[src/logic/rfil_pkg.sv]
// Constants for the rail fault interrupt logic: register map, flag layout, reset values.
// Assumes a 32-bit register port and a single 20 MHz device clock.
package rfil_pkg;

	// ----------------------------------------------------------------
	// Sizes
	// ----------------------------------------------------------------
	localparam int unsigned NPH    = 4;
	localparam int unsigned NMON   = 2;
	localparam int unsigned NGRP   = 4;
	localparam int unsigned NTRIG  = 3;
	localparam int unsigned NF     = 20;
	localparam int unsigned NRAW   = 28;
	localparam int unsigned AW     = 8;
	localparam int unsigned DW     = 32;
	localparam int unsigned GW     = 2;
	localparam int unsigned SYNC_N = 2;

	// ----------------------------------------------------------------
	// Register offsets (byte addresses)
	// ----------------------------------------------------------------
	localparam logic [AW-1:0] ADDR_FLAG  = 8'h00;
	localparam logic [AW-1:0] ADDR_MASK  = 8'h04;
	localparam logic [AW-1:0] ADDR_LIVE  = 8'h08;
	localparam logic [AW-1:0] ADDR_RESEN = 8'h0c;
	localparam logic [AW-1:0] ADDR_GRP   = 8'h10;
	localparam logic [AW-1:0] ADDR_TRIG  = 8'h14;

	// ----------------------------------------------------------------
	// Flag vector layout (same layout in FLAG, MASK and LIVE)
	// ----------------------------------------------------------------
	localparam int unsigned SC_LSB  = 0;
	localparam int unsigned POV_LSB = 4;
	localparam int unsigned PUV_LSB = 8;
	localparam int unsigned SOV_BIT = 12;
	localparam int unsigned SUV_BIT = 13;
	localparam int unsigned MOV_LSB = 14;
	localparam int unsigned MUV_LSB = 16;
	localparam int unsigned MRV_LSB = 18;
	// Raw input vector: flag sources, then phase residual, then low-after-ramp
	localparam int unsigned PRV_LSB = 20;
	localparam int unsigned LOW_LSB = 24;

	// Only the over/undervoltage sources carry a mask and a live bit
	localparam logic [NF-1:0] MASKABLE = 20'h3fff0;

	// Group-select layout: phases, then analog supply, then monitors
	localparam int unsigned GRP_SUP_LSB = 8;
	localparam int unsigned GRP_MON_LSB = 10;
	localparam int unsigned GRP_W       = 14;
	localparam int unsigned TRIG_W      = 8;
	localparam int unsigned RESEN_W     = 6;
	localparam int unsigned RESEN_MON   = 4;

	// Trigger code that requests no sequencer transition
	localparam logic [GW-1:0] TRIG_NONE = 2'h3;

	// ----------------------------------------------------------------
	// Reset values
	// ----------------------------------------------------------------
	localparam logic [NF-1:0]      RST_FLAG  = 20'h00000;
	localparam logic [NF-1:0]      RST_MASK  = 20'h00000;
	localparam logic [RESEN_W-1:0] RST_RESEN = 6'h00;
	localparam logic [GRP_W-1:0]   RST_GRP   = 14'h0000;
	localparam logic [TRIG_W-1:0]  RST_TRIG  = 8'hff;
	localparam logic [DW-1:0]      RD_ZERO   = 32'h00000000;

endpackage : rfil_pkg

[src/logic/rfil_top.sv]
// Rail fault interrupt logic: converter phase, analog supply and monitor input
// faults set sticky flags, request sequencer triggers and drive an active-low interrupt.
// Assumes fault comparator outputs arrive asynchronously; enable, power-up and the
// register port are on i_sys_clk.
//
// Our own choices: the address-and-strobe port and the register offsets.
`timescale 1ns/1ps

module rfil_top (
	input  wire logic                        i_sys_clk,
	input  wire logic                        i_rst,
	input  wire logic                        i_clk_en,
	// Fault comparators (asynchronous)
	input  wire logic [rfil_pkg::NPH-1:0]    i_phase_short,
	input  wire logic [rfil_pkg::NPH-1:0]    i_phase_residual,
	input  wire logic [rfil_pkg::NPH-1:0]    i_phase_low_after_ramp,
	input  wire logic [rfil_pkg::NPH-1:0]    i_phase_overvolt,
	input  wire logic [rfil_pkg::NPH-1:0]    i_phase_undervolt,
	input  wire logic                        i_supply_overvolt,
	input  wire logic                        i_supply_undervolt,
	input  wire logic [rfil_pkg::NMON-1:0]   i_monitor_overvolt,
	input  wire logic [rfil_pkg::NMON-1:0]   i_monitor_undervolt,
	input  wire logic [rfil_pkg::NMON-1:0]   i_monitor_residual,
	// Device state on the same clock
	input  wire logic [rfil_pkg::NPH-1:0]    i_phase_enabled,
	input  wire logic                        i_powerup_done,
	// Register port
	input  wire logic [rfil_pkg::AW-1:0]     i_addr,
	input  wire logic [rfil_pkg::DW-1:0]     i_wr_data,
	input  wire logic                        i_wr_en,
	input  wire logic                        i_rd_en,
	output logic      [rfil_pkg::DW-1:0]     o_rd_data,
	// Results
	output logic [rfil_pkg::NPH-1:0]         o_phase_disable,
	output logic [rfil_pkg::NTRIG-1:0]       o_seq_trigger,
	output logic                             o_interrupt_out_n
);

	// ----------------------------------------------------------------
	// Input synchronisers
	// ----------------------------------------------------------------
	logic [rfil_pkg::NRAW-1:0] raw;
	logic [rfil_pkg::NRAW-1:0] meta_q;
	logic [rfil_pkg::NRAW-1:0] sync_q;
	logic [rfil_pkg::NRAW-1:0] prev_q;
	logic [rfil_pkg::NRAW-1:0] meta_d;
	logic [rfil_pkg::NRAW-1:0] sync_d;
	logic [rfil_pkg::NRAW-1:0] prev_d;

	assign raw = {i_phase_low_after_ramp, i_phase_residual, i_monitor_residual,
		i_monitor_undervolt, i_monitor_overvolt, i_supply_undervolt, i_supply_overvolt,
		i_phase_undervolt, i_phase_overvolt, i_phase_short};

	always_comb begin
		meta_d = meta_q;
		sync_d = sync_q;
		prev_d = prev_q;
		if (i_clk_en) begin
			meta_d = raw;
			sync_d = meta_q;
			prev_d = sync_q;
		end
	end

	always_ff @(posedge i_sys_clk or posedge i_rst) begin
		if (i_rst) begin
			meta_q <= '0;
			sync_q <= '0;
			prev_q <= '0;
		end else begin
			meta_q <= meta_d;
			sync_q <= sync_d;
			prev_q <= prev_d;
		end
	end

	// ----------------------------------------------------------------
	// Configuration registers
	// ----------------------------------------------------------------
	logic [rfil_pkg::NF-1:0]      mask_q;
	logic [rfil_pkg::NF-1:0]      mask_d;
	logic [rfil_pkg::RESEN_W-1:0] resen_q;
	logic [rfil_pkg::RESEN_W-1:0] resen_d;
	logic [rfil_pkg::GRP_W-1:0]   grp_q;
	logic [rfil_pkg::GRP_W-1:0]   grp_d;
	logic [rfil_pkg::TRIG_W-1:0]  trig_q;
	logic [rfil_pkg::TRIG_W-1:0]  trig_d;
	logic                         wr_flag;

	always_comb begin
		mask_d  = mask_q;
		resen_d = resen_q;
		grp_d   = grp_q;
		trig_d  = trig_q;
		if (i_clk_en && i_wr_en) begin
			if (i_addr == rfil_pkg::ADDR_MASK) begin
				mask_d = i_wr_data[rfil_pkg::NF-1:0] & rfil_pkg::MASKABLE;
			end else if (i_addr == rfil_pkg::ADDR_RESEN) begin
				resen_d = i_wr_data[rfil_pkg::RESEN_W-1:0];
			end else if (i_addr == rfil_pkg::ADDR_GRP) begin
				grp_d = i_wr_data[rfil_pkg::GRP_W-1:0];
			end else if (i_addr == rfil_pkg::ADDR_TRIG) begin
				trig_d = i_wr_data[rfil_pkg::TRIG_W-1:0];
			end
		end
	end

	always_ff @(posedge i_sys_clk or posedge i_rst) begin
		if (i_rst) begin
			mask_q  <= rfil_pkg::RST_MASK;
			resen_q <= rfil_pkg::RST_RESEN;
			grp_q   <= rfil_pkg::RST_GRP;
			trig_q  <= rfil_pkg::RST_TRIG;
		end else begin
			mask_q  <= mask_d;
			resen_q <= resen_d;
			grp_q   <= grp_d;
			trig_q  <= trig_d;
		end
	end

	assign wr_flag = i_clk_en && i_wr_en && (i_addr == rfil_pkg::ADDR_FLAG);

	// ----------------------------------------------------------------
	// Fault events
	// ----------------------------------------------------------------
	logic [rfil_pkg::NF-1:0]   cond;
	logic [rfil_pkg::NF-1:0]   rise;
	logic [rfil_pkg::NF-1:0]   event_v;
	logic [rfil_pkg::NF-1:0]   refuse;
	logic [rfil_pkg::NPH-1:0]  prv_rise;
	logic [rfil_pkg::NPH-1:0]  prv_event;
	logic [rfil_pkg::NPH-1:0]  prv_live;
	logic [rfil_pkg::NPH-1:0]  low_live;
	logic [rfil_pkg::NMON-1:0] mon_resen;

	assign cond      = sync_q[rfil_pkg::NF-1:0];
	assign rise      = sync_q[rfil_pkg::NF-1:0] & ~prev_q[rfil_pkg::NF-1:0];
	assign prv_live  = sync_q[rfil_pkg::PRV_LSB +: rfil_pkg::NPH];
	assign prv_rise  = prv_live & ~prev_q[rfil_pkg::PRV_LSB +: rfil_pkg::NPH];
	assign low_live  = sync_q[rfil_pkg::LOW_LSB +: rfil_pkg::NPH];
	assign mon_resen = resen_q[rfil_pkg::RESEN_MON +: rfil_pkg::NMON];
	assign prv_event = prv_rise & resen_q[rfil_pkg::NPH-1:0];

	always_comb begin
		event_v = rise;
		event_v[rfil_pkg::SC_LSB +: rfil_pkg::NPH] =
			rise[rfil_pkg::SC_LSB +: rfil_pkg::NPH] | prv_event;
		event_v[rfil_pkg::MRV_LSB +: rfil_pkg::NMON] =
			rise[rfil_pkg::MRV_LSB +: rfil_pkg::NMON] & mon_resen;
		// Over/undervoltage clears wait for the fault to end
		refuse = cond & rfil_pkg::MASKABLE;
		refuse[rfil_pkg::SC_LSB +: rfil_pkg::NPH] = i_phase_enabled & low_live;
		refuse[rfil_pkg::MRV_LSB +: rfil_pkg::NMON] = '0;
	end

	// ----------------------------------------------------------------
	// Sticky flags
	// ----------------------------------------------------------------
	logic [rfil_pkg::NF-1:0]  flag_q;
	logic [rfil_pkg::NF-1:0]  flag_d;
	logic [rfil_pkg::NPH-1:0] hide_q;
	logic [rfil_pkg::NPH-1:0] hide_d;

	genvar gi;
	generate
		for (gi = 0; gi < rfil_pkg::NF; gi++) begin : g_flag
			logic set_bit;
			logic clr_bit;
			assign set_bit = event_v[gi] & ~mask_q[gi];
			assign clr_bit = wr_flag & i_wr_data[gi] & ~refuse[gi];
			// A set in the clearing cycle wins, so no event is lost
			assign flag_d[gi] = i_clk_en ? (set_bit | (flag_q[gi] & ~clr_bit)) : flag_q[gi];
		end
		for (gi = 0; gi < rfil_pkg::NPH; gi++) begin : g_hide
			logic hide_set;
			logic hide_end;
			assign hide_set = prv_event[gi];
			// Released by a completed power-up with the residual gone, or as soon as the flag clears
			assign hide_end = (i_powerup_done & ~prv_live[gi]) | ~flag_d[gi];
			assign hide_d[gi] = i_clk_en ? (hide_set | (hide_q[gi] & ~hide_end)) : hide_q[gi];
		end
	endgenerate

	always_ff @(posedge i_sys_clk or posedge i_rst) begin
		if (i_rst) begin
			flag_q <= rfil_pkg::RST_FLAG;
			hide_q <= '0;
		end else begin
			flag_q <= flag_d;
			hide_q <= hide_d;
		end
	end

	// ----------------------------------------------------------------
	// Sequencer triggers and phase disable
	// ----------------------------------------------------------------
	logic [rfil_pkg::GW-1:0]    src_grp [rfil_pkg::NF];
	logic [rfil_pkg::NTRIG-1:0] trig_req;
	logic [rfil_pkg::GW-1:0]    code;

	always_comb begin
		for (int i = 0; i < rfil_pkg::NPH; i++) begin
			src_grp[rfil_pkg::SC_LSB + i]  = grp_q[i*rfil_pkg::GW +: rfil_pkg::GW];
			src_grp[rfil_pkg::POV_LSB + i] = grp_q[i*rfil_pkg::GW +: rfil_pkg::GW];
			src_grp[rfil_pkg::PUV_LSB + i] = grp_q[i*rfil_pkg::GW +: rfil_pkg::GW];
		end
		src_grp[rfil_pkg::SOV_BIT] = grp_q[rfil_pkg::GRP_SUP_LSB +: rfil_pkg::GW];
		src_grp[rfil_pkg::SUV_BIT] = grp_q[rfil_pkg::GRP_SUP_LSB +: rfil_pkg::GW];
		for (int m = 0; m < rfil_pkg::NMON; m++) begin
			src_grp[rfil_pkg::MOV_LSB + m] =
				grp_q[rfil_pkg::GRP_MON_LSB + m*rfil_pkg::GW +: rfil_pkg::GW];
			src_grp[rfil_pkg::MUV_LSB + m] =
				grp_q[rfil_pkg::GRP_MON_LSB + m*rfil_pkg::GW +: rfil_pkg::GW];
			src_grp[rfil_pkg::MRV_LSB + m] =
				grp_q[rfil_pkg::GRP_MON_LSB + m*rfil_pkg::GW +: rfil_pkg::GW];
		end
		// Trigger ignores the interrupt mask: masking only silences the host
		trig_req = '0;
		code     = rfil_pkg::TRIG_NONE;
		for (int i = 0; i < rfil_pkg::NF; i++) begin
			code = trig_q[src_grp[i]*rfil_pkg::GW +: rfil_pkg::GW];
			if (event_v[i] && code != rfil_pkg::TRIG_NONE) begin
				trig_req[code] = 1'h1;
			end
		end
	end

	// ----------------------------------------------------------------
	// Outputs and read port
	// ----------------------------------------------------------------
	logic [rfil_pkg::DW-1:0]    rd_data_q;
	logic [rfil_pkg::DW-1:0]    rd_data_d;
	logic [rfil_pkg::NPH-1:0]   disable_q;
	logic [rfil_pkg::NPH-1:0]   disable_d;
	logic [rfil_pkg::NTRIG-1:0] trigger_q;
	logic [rfil_pkg::NTRIG-1:0] trigger_d;
	logic                       irq_n_q;
	logic                       irq_n_d;
	logic [rfil_pkg::NF-1:0]    flag_view;

	always_comb begin
		flag_view = flag_q;
		flag_view[rfil_pkg::SC_LSB +: rfil_pkg::NPH] =
			flag_q[rfil_pkg::SC_LSB +: rfil_pkg::NPH] & ~hide_q;
		rd_data_d = rfil_pkg::RD_ZERO;
		if (i_rd_en) begin
			if (i_addr == rfil_pkg::ADDR_FLAG) begin
				rd_data_d[rfil_pkg::NF-1:0] = flag_view;
			end else if (i_addr == rfil_pkg::ADDR_MASK) begin
				rd_data_d[rfil_pkg::NF-1:0] = mask_q;
			end else if (i_addr == rfil_pkg::ADDR_LIVE) begin
				rd_data_d[rfil_pkg::NF-1:0] = cond & rfil_pkg::MASKABLE;
			end else if (i_addr == rfil_pkg::ADDR_RESEN) begin
				rd_data_d[rfil_pkg::RESEN_W-1:0] = resen_q;
			end else if (i_addr == rfil_pkg::ADDR_GRP) begin
				rd_data_d[rfil_pkg::GRP_W-1:0] = grp_q;
			end else if (i_addr == rfil_pkg::ADDR_TRIG) begin
				rd_data_d[rfil_pkg::TRIG_W-1:0] = trig_q;
			end
		end
		// Disable is a one-cycle request; re-enabling is the sequencer's choice
		disable_d = event_v[rfil_pkg::SC_LSB +: rfil_pkg::NPH];
		trigger_d = trig_req;
		irq_n_d   = ~|(flag_q & ~mask_q);
		if (!i_clk_en) begin
			rd_data_d = rd_data_q;
			disable_d = disable_q;
			trigger_d = trigger_q;
			irq_n_d   = irq_n_q;
		end
	end

	always_ff @(posedge i_sys_clk or posedge i_rst) begin
		if (i_rst) begin
			rd_data_q <= rfil_pkg::RD_ZERO;
			disable_q <= '0;
			trigger_q <= '0;
			irq_n_q   <= 1'h1;
		end else begin
			rd_data_q <= rd_data_d;
			disable_q <= disable_d;
			trigger_q <= trigger_d;
			irq_n_q   <= irq_n_d;
		end
	end

	assign o_rd_data         = rd_data_q;
	assign o_phase_disable   = disable_q;
	assign o_seq_trigger     = trigger_q;
	assign o_interrupt_out_n = irq_n_q;

endmodule : rfil_top

[config.mk]
export PLATFORM = sky130hd
export DESIGN_NAME = rfil_top
export DESIGN_NICKNAME = d
export VERILOG_FILES = /design/src/logic/rfil_pkg.sv /design/src/logic/rfil_top.sv
export SDC_FILE = /design/constraint.sdc
export NUM_CORES = 1
export LEC_CHECK = 0
export BUFFER_PORTS_ARGS = -buffer_cell sky130_fd_sc_hd__buf_2
export CORE_UTILIZATION = 59
export CTS_BUF_LIST = sky130_fd_sc_hd__clkbuf_4
export CTS_CLUSTER_SIZE = 20
export DETAILED_ROUTE_END_ITERATION = 8
export PLACE_DENSITY = 0.83
export SYNTH_ARGS = -nofsm -noshare
export SYNTH_HDL_FRONTEND = slang
export SYNTH_SLANG_ARGS = --single-unit
[constraint.sdc]
create_clock -name i_sys_clk -period 8.54 [get_ports i_sys_clk]
set_input_delay 2.562 -clock i_sys_clk [delete_from_list [all_inputs] [get_ports i_sys_clk]]
set_output_delay 2.562 -clock i_sys_clk [all_outputs]
set_load 0.01 [all_outputs]
==> flow_results.xml <==
<?xml version="1.0" encoding="UTF-8"?>
<metrics>
  <group name="floorplanning">
    <metric name="core_area" unit="µm²">13500</metric>
    <metric name="boundaryPins" unit="">118</metric>
    <metric name="die-width" unit="µm">120</metric>
    <metric name="start_util" unit="%">61.3</metric>
    <metric name="die_h" unit="µm">120</metric>
    <metric name="die-area" unit="µm²">14500</metric>
    <metric name="std_cell_rows" unit="">42</metric>
  </group>
  <group name="setup_path">
    <metric name="critPathKind" unit="">in -&gt; reg</metric>
    <metric name="worstPathRequired" unit="ns">9.02</metric>
    <metric name="crit_path_end_kind" unit="">flop</metric>
    <metric name="timing.reg2reg.setup_slack" unit="ns">6.26</metric>
    <metric name="crit_path_start" unit="">i_clk_en</metric>
    <metric name="crit_path_start_kind" unit="">input pin</metric>
    <metric name="critPathCapture" unit="">o_seq_trigger[2]$_DFFE_PP0P_</metric>
    <metric name="crit_path_max_fanout" unit="">73</metric>
    <metric name="arrival" unit="ns">5.21</metric>
    <metric name="r2r_endpoint" unit="">o_seq_trigger[1]$_DFFE_PP0P_</metric>
    <metric name="worstReg2RegStart" unit="">resen_q[5]$_DFFE_PP0P_</metric>
    <metric name="ff2ff_path_depth" unit="">5</metric>
  </group>
  <group name="drt">
    <metric name="totalWireLength" unit="µm">20000</metric>
    <metric name="route.vias.total" unit="">6149</metric>
    <metric name="mean_number_of_vias_per_cell" unit="">6.33</metric>
    <metric name="drt_first_pass_iters" unit="">7</metric>
    <metric name="drt.antenna.violating_nets" unit="">0</metric>
    <metric name="drt-initial-drc-count" unit="">688</metric>
    <metric name="drc" unit="">0</metric>
    <metric name="avgRoutedWirePerCell" unit="µm">20.6</metric>
  </group>
  <group name="final_layout">
    <metric name="final.fill_count" unit="">1051</metric>
    <metric name="stdcell_area" unit="µm²">9040</metric>
    <metric name="final_nets" unit="">860</metric>
    <metric name="final_layout_size_suffix_gt1_share" unit="%">33.0</metric>
    <metric name="relative_area_change_from_synthesis_to_final_layout" unit="%">9.60</metric>
    <metric name="storage_element_area" unit="µm²">4370</metric>
    <metric name="finalNonFillerCells" unit="">972</metric>
    <metric name="area_of_the_multi_input_gates" unit="µm²">3540</metric>
    <metric name="postLayoutCoreUtil" unit="%">67.2</metric>
    <metric name="final_cell_mix" unit="">dfrtp_1 (165), mux2_2 (98), buf_2 (92)</metric>
    <metric name="final_common_cell" unit="">dfrtp_1</metric>
  </group>
  <group name="yosys">
    <metric name="synth_xor_xnor_area_share" unit="%">0.106</metric>
    <metric name="synth_top_area_share" unit="%">50.1</metric>
    <metric name="yosysWarnings" unit="">0</metric>
    <metric name="synthesized_area_fraction_occupied_by_ao_oa_aoi_and_oai_cells" unit="%">13.3</metric>
    <metric name="synth_cells" unit="">698</metric>
    <metric name="synth_area_leader_cell" unit="">dfrtp_1</metric>
    <metric name="netlist_top_cells_area" unit="">dfrtp_1 (50%), mux2_2 (13%), mux4_2 (3.8%)</metric>
    <metric name="synth.area.mux_share" unit="%">18.5</metric>
    <metric name="yosysUniqueCellTypes" unit="">59</metric>
    <metric name="sequential_fraction_of_the_synthesis_area" unit="%">52.9</metric>
    <metric name="syn-cell-area" unit="µm²">8250</metric>
    <metric name="synth_edf_count" unit="">0</metric>
    <metric name="synth_top_family_by_area" unit="">multiplexers</metric>
    <metric name="synth_simple_gate_area_share" unit="%">10.4</metric>
    <metric name="synthAdderAreaFrac" unit="%">0</metric>
    <metric name="avg_inst_size_synth" unit="µm²">11.8</metric>
    <metric name="synth.ff_latch_count" unit="">174</metric>
    <metric name="postSynth.topFlopCell" unit="">dfrtp_1</metric>
    <metric name="asyncSetResetFlopFracSynth" unit="%">100</metric>
  </group>
  <group name="place">
    <metric name="numPlacedInstances" unit="">938</metric>
    <metric name="place.port_buffers" unit="">93</metric>
    <metric name="gp_congestion" unit="">0.915</metric>
    <metric name="detailedPlacementHpwl" unit="µm">14200</metric>
    <metric name="placement.setup.worst_slack" unit="ns">3.23</metric>
    <metric name="post_dp_area" unit="µm²">8760</metric>
  </group>
  <group name="sta">
    <metric name="final_number_of_setup_violating_endpoints" unit="">0</metric>
    <metric name="timing.max_slew.rel_slack" unit="%">31.7</metric>
    <metric name="min_period_over_period" unit="%">55.4</metric>
    <metric name="fin_worst_hold_slack" unit="ns">0.483</metric>
    <metric name="fmax" unit="GHz">0.211</metric>
    <metric name="fin_worst_skew" unit="ns">0.0205</metric>
    <metric name="post-route-min-period" unit="ns">4.73</metric>
    <metric name="sum_neg_setup_slack" unit="ns">0</metric>
    <metric name="timing.final.ws_setup" unit="ns">3.81</metric>
    <metric name="slew_violations" unit="">0</metric>
    <metric name="rsz0062_at_grt" unit="">no</metric>
    <metric name="timing_hold_violations_final" unit="">0</metric>
    <metric name="timing_worst_slew_pin_value" unit="ns">1.02</metric>
  </group>
  <group name="cts">
    <metric name="cts-root-to-sink-buffers" unit="">2</metric>
    <metric name="total_clock_buffers_created_by_cts" unit="">17</metric>
    <metric name="cts_tree" unit="">done</metric>
    <metric name="clk_transition_reported_paths" unit="ns">0.15</metric>
    <metric name="cts_setup_buffers" unit="">0</metric>
    <metric name="clockRootBuffer" unit="">clkbuf_4</metric>
    <metric name="clock_sink_count" unit="">174</metric>
    <metric name="clock_insertion_delay_worst_skew" unit="ns">0.59</metric>
    <metric name="post_cts_resized" unit="">0</metric>
    <metric name="cts_hold_repair.buffers" unit="">0</metric>
    <metric name="h-tree-depth" unit="">4</metric>
  </group>
  <group name="grt">
    <metric name="grt_antenna_before_repair" unit="">1</metric>
    <metric name="grt_first_pass_wirelength" unit="µm">31800</metric>
    <metric name="grt_pass1_vias" unit="">5995</metric>
    <metric name="globalRoute.totalOverflow" unit="">0</metric>
    <metric name="grt_max_degree" unit="">96</metric>
    <metric name="global_route.usage.total" unit="%">29.6</metric>
  </group>
  <group name="power">
    <metric name="power_per_cell_area" unit="nW/µm²">187</metric>
    <metric name="post-layout-total-power" unit="mW">1.69</metric>
    <metric name="vdd_ir_drop_max" unit="V">0.000136</metric>
    <metric name="leakage" unit="nW">4.07</metric>
  </group>
  <group name="min_path">
    <metric name="min-delay-path-class" unit="">reg -&gt; reg</metric>
  </group>
  <group name="job">
    <metric name="max_cap_violations" unit="">0</metric>
  </group>
  <group name="status">
    <metric name="run_status" unit="">finished, final reports clean</metric>
  </group>
</metrics>
[area by class of cell]
type                            count  area share [%]
Multi-Input combinational cell    455            39.2
Timing Repair Buffer               97            5.48
Inverter                           37            1.59
Clock buffer                       17            1.41
Tap cell                          176            2.44
Clock inverter                     15            1.59
Antenna cell                        1          0.0277
Sequential cell                   174            48.3
[cells by family (layout without fill, tap and decap cells)]
family / count (synthesis) / in the layout
other: 1 / 13
multiplexers: 122 / 122
XOR/XNOR: 1 / 1
AO/OA/AOI/OAI: 165 / 165
AND/OR/NAND/NOR: 155 / 155
flip-flops: 174 / 174
buffers and inverters: 80 / 166
[layer usage]
| layer | wire (µm) | GRT usage (%) | up-vias | share of wire [%] |
|---|---|---|---|---|
| met1 | 8230 | 40.6 | 3070 | 41 |
| met2 | 9280 | 44.4 | 322 | 46 |
| met3 | 1950 | 8.49 | 43 | 9.7 |
| met4 | 567 | 12.6 | 0 | 2.8 |
| li1 | - | - | 2714 | - |
| met5 | 0 | 0 | - | 0 |
[how the worst min path moves through the flow]
stage                                             start                             to  cells after the start
after floorplan                   meta_q[3]$_DFFE_PP0P_          sync_q[3]$_DFFE_PP0P_                      2
after global placement    o_interrupt_out_n$_DFFE_PP1P_  o_interrupt_out_n$_DFFE_PP1P_                      2
after detailed placement  o_interrupt_out_n$_DFFE_PP1P_  o_interrupt_out_n$_DFFE_PP1P_                      2
after CTS                 o_interrupt_out_n$_DFFE_PP1P_  o_interrupt_out_n$_DFFE_PP1P_                      2
after global routing      o_interrupt_out_n$_DFFE_PP1P_  o_interrupt_out_n$_DFFE_PP1P_                      2
final                     o_interrupt_out_n$_DFFE_PP1P_  o_interrupt_out_n$_DFFE_PP1P_                      2
[power by group]
part	internal, mW	switching, mW	leakage, nW
Combinational	0.112	0.137	1.79
Sequential	0.906	0.0799	2.14
Clock	0.172	0.287	0.139
Total	1.19	0.504	4.07
[registers in the layout (all words and copies together), names as in the netlist]
name               cells
mask_q                14
sync_q                28
o_interrupt_out_n      1
resen_q                6
o_phase_disable        4
o_seq_trigger          3
trig_q                 8
flag_q                20
o_rd_data             20
grp_q                 14
meta_q                28
prev_q                24
hide_q                 4
[cell usage after synthesis (2+ instances only)]
master       n
dfrtp_1    165
mux2_2      98
nand2_1     49
nor2_1      42
o21ai_0     41
a21oi_1     38
inv_1       37
clkbuf_1    18
buf_4       16
mux4_2      14
nor3b_1     14
a31oi_1     10
a221o_1      9
a22oi_1      9
dfstp_2      9
nor3_1       9
a21o_1       8
a221oi_1     8
mux2_1       8
o22ai_1      8
buf_2        6
nor2b_1      6
a211oi_1     5
a222oi_1     5
a22o_1       5
and3b_1      5
o2111ai_1    5
a2111oi_0    3
a32o_1       3
and2_1       3
nand2b_1     3
nor4_1       3
nor4_4       3
and3_1       2
buf_6        2
mux2i_1      2
nor3_4       2
nor4b_1      2
o211ai_1     2
or4_4        2
[critical path: stages]
cell and delay (ns):
buf_4 0.55, buf_4 0.73, inv_1 0.62, a2111oi_0 0.51, a31oi_1 0.14
(Power assumes the default switching activity.)
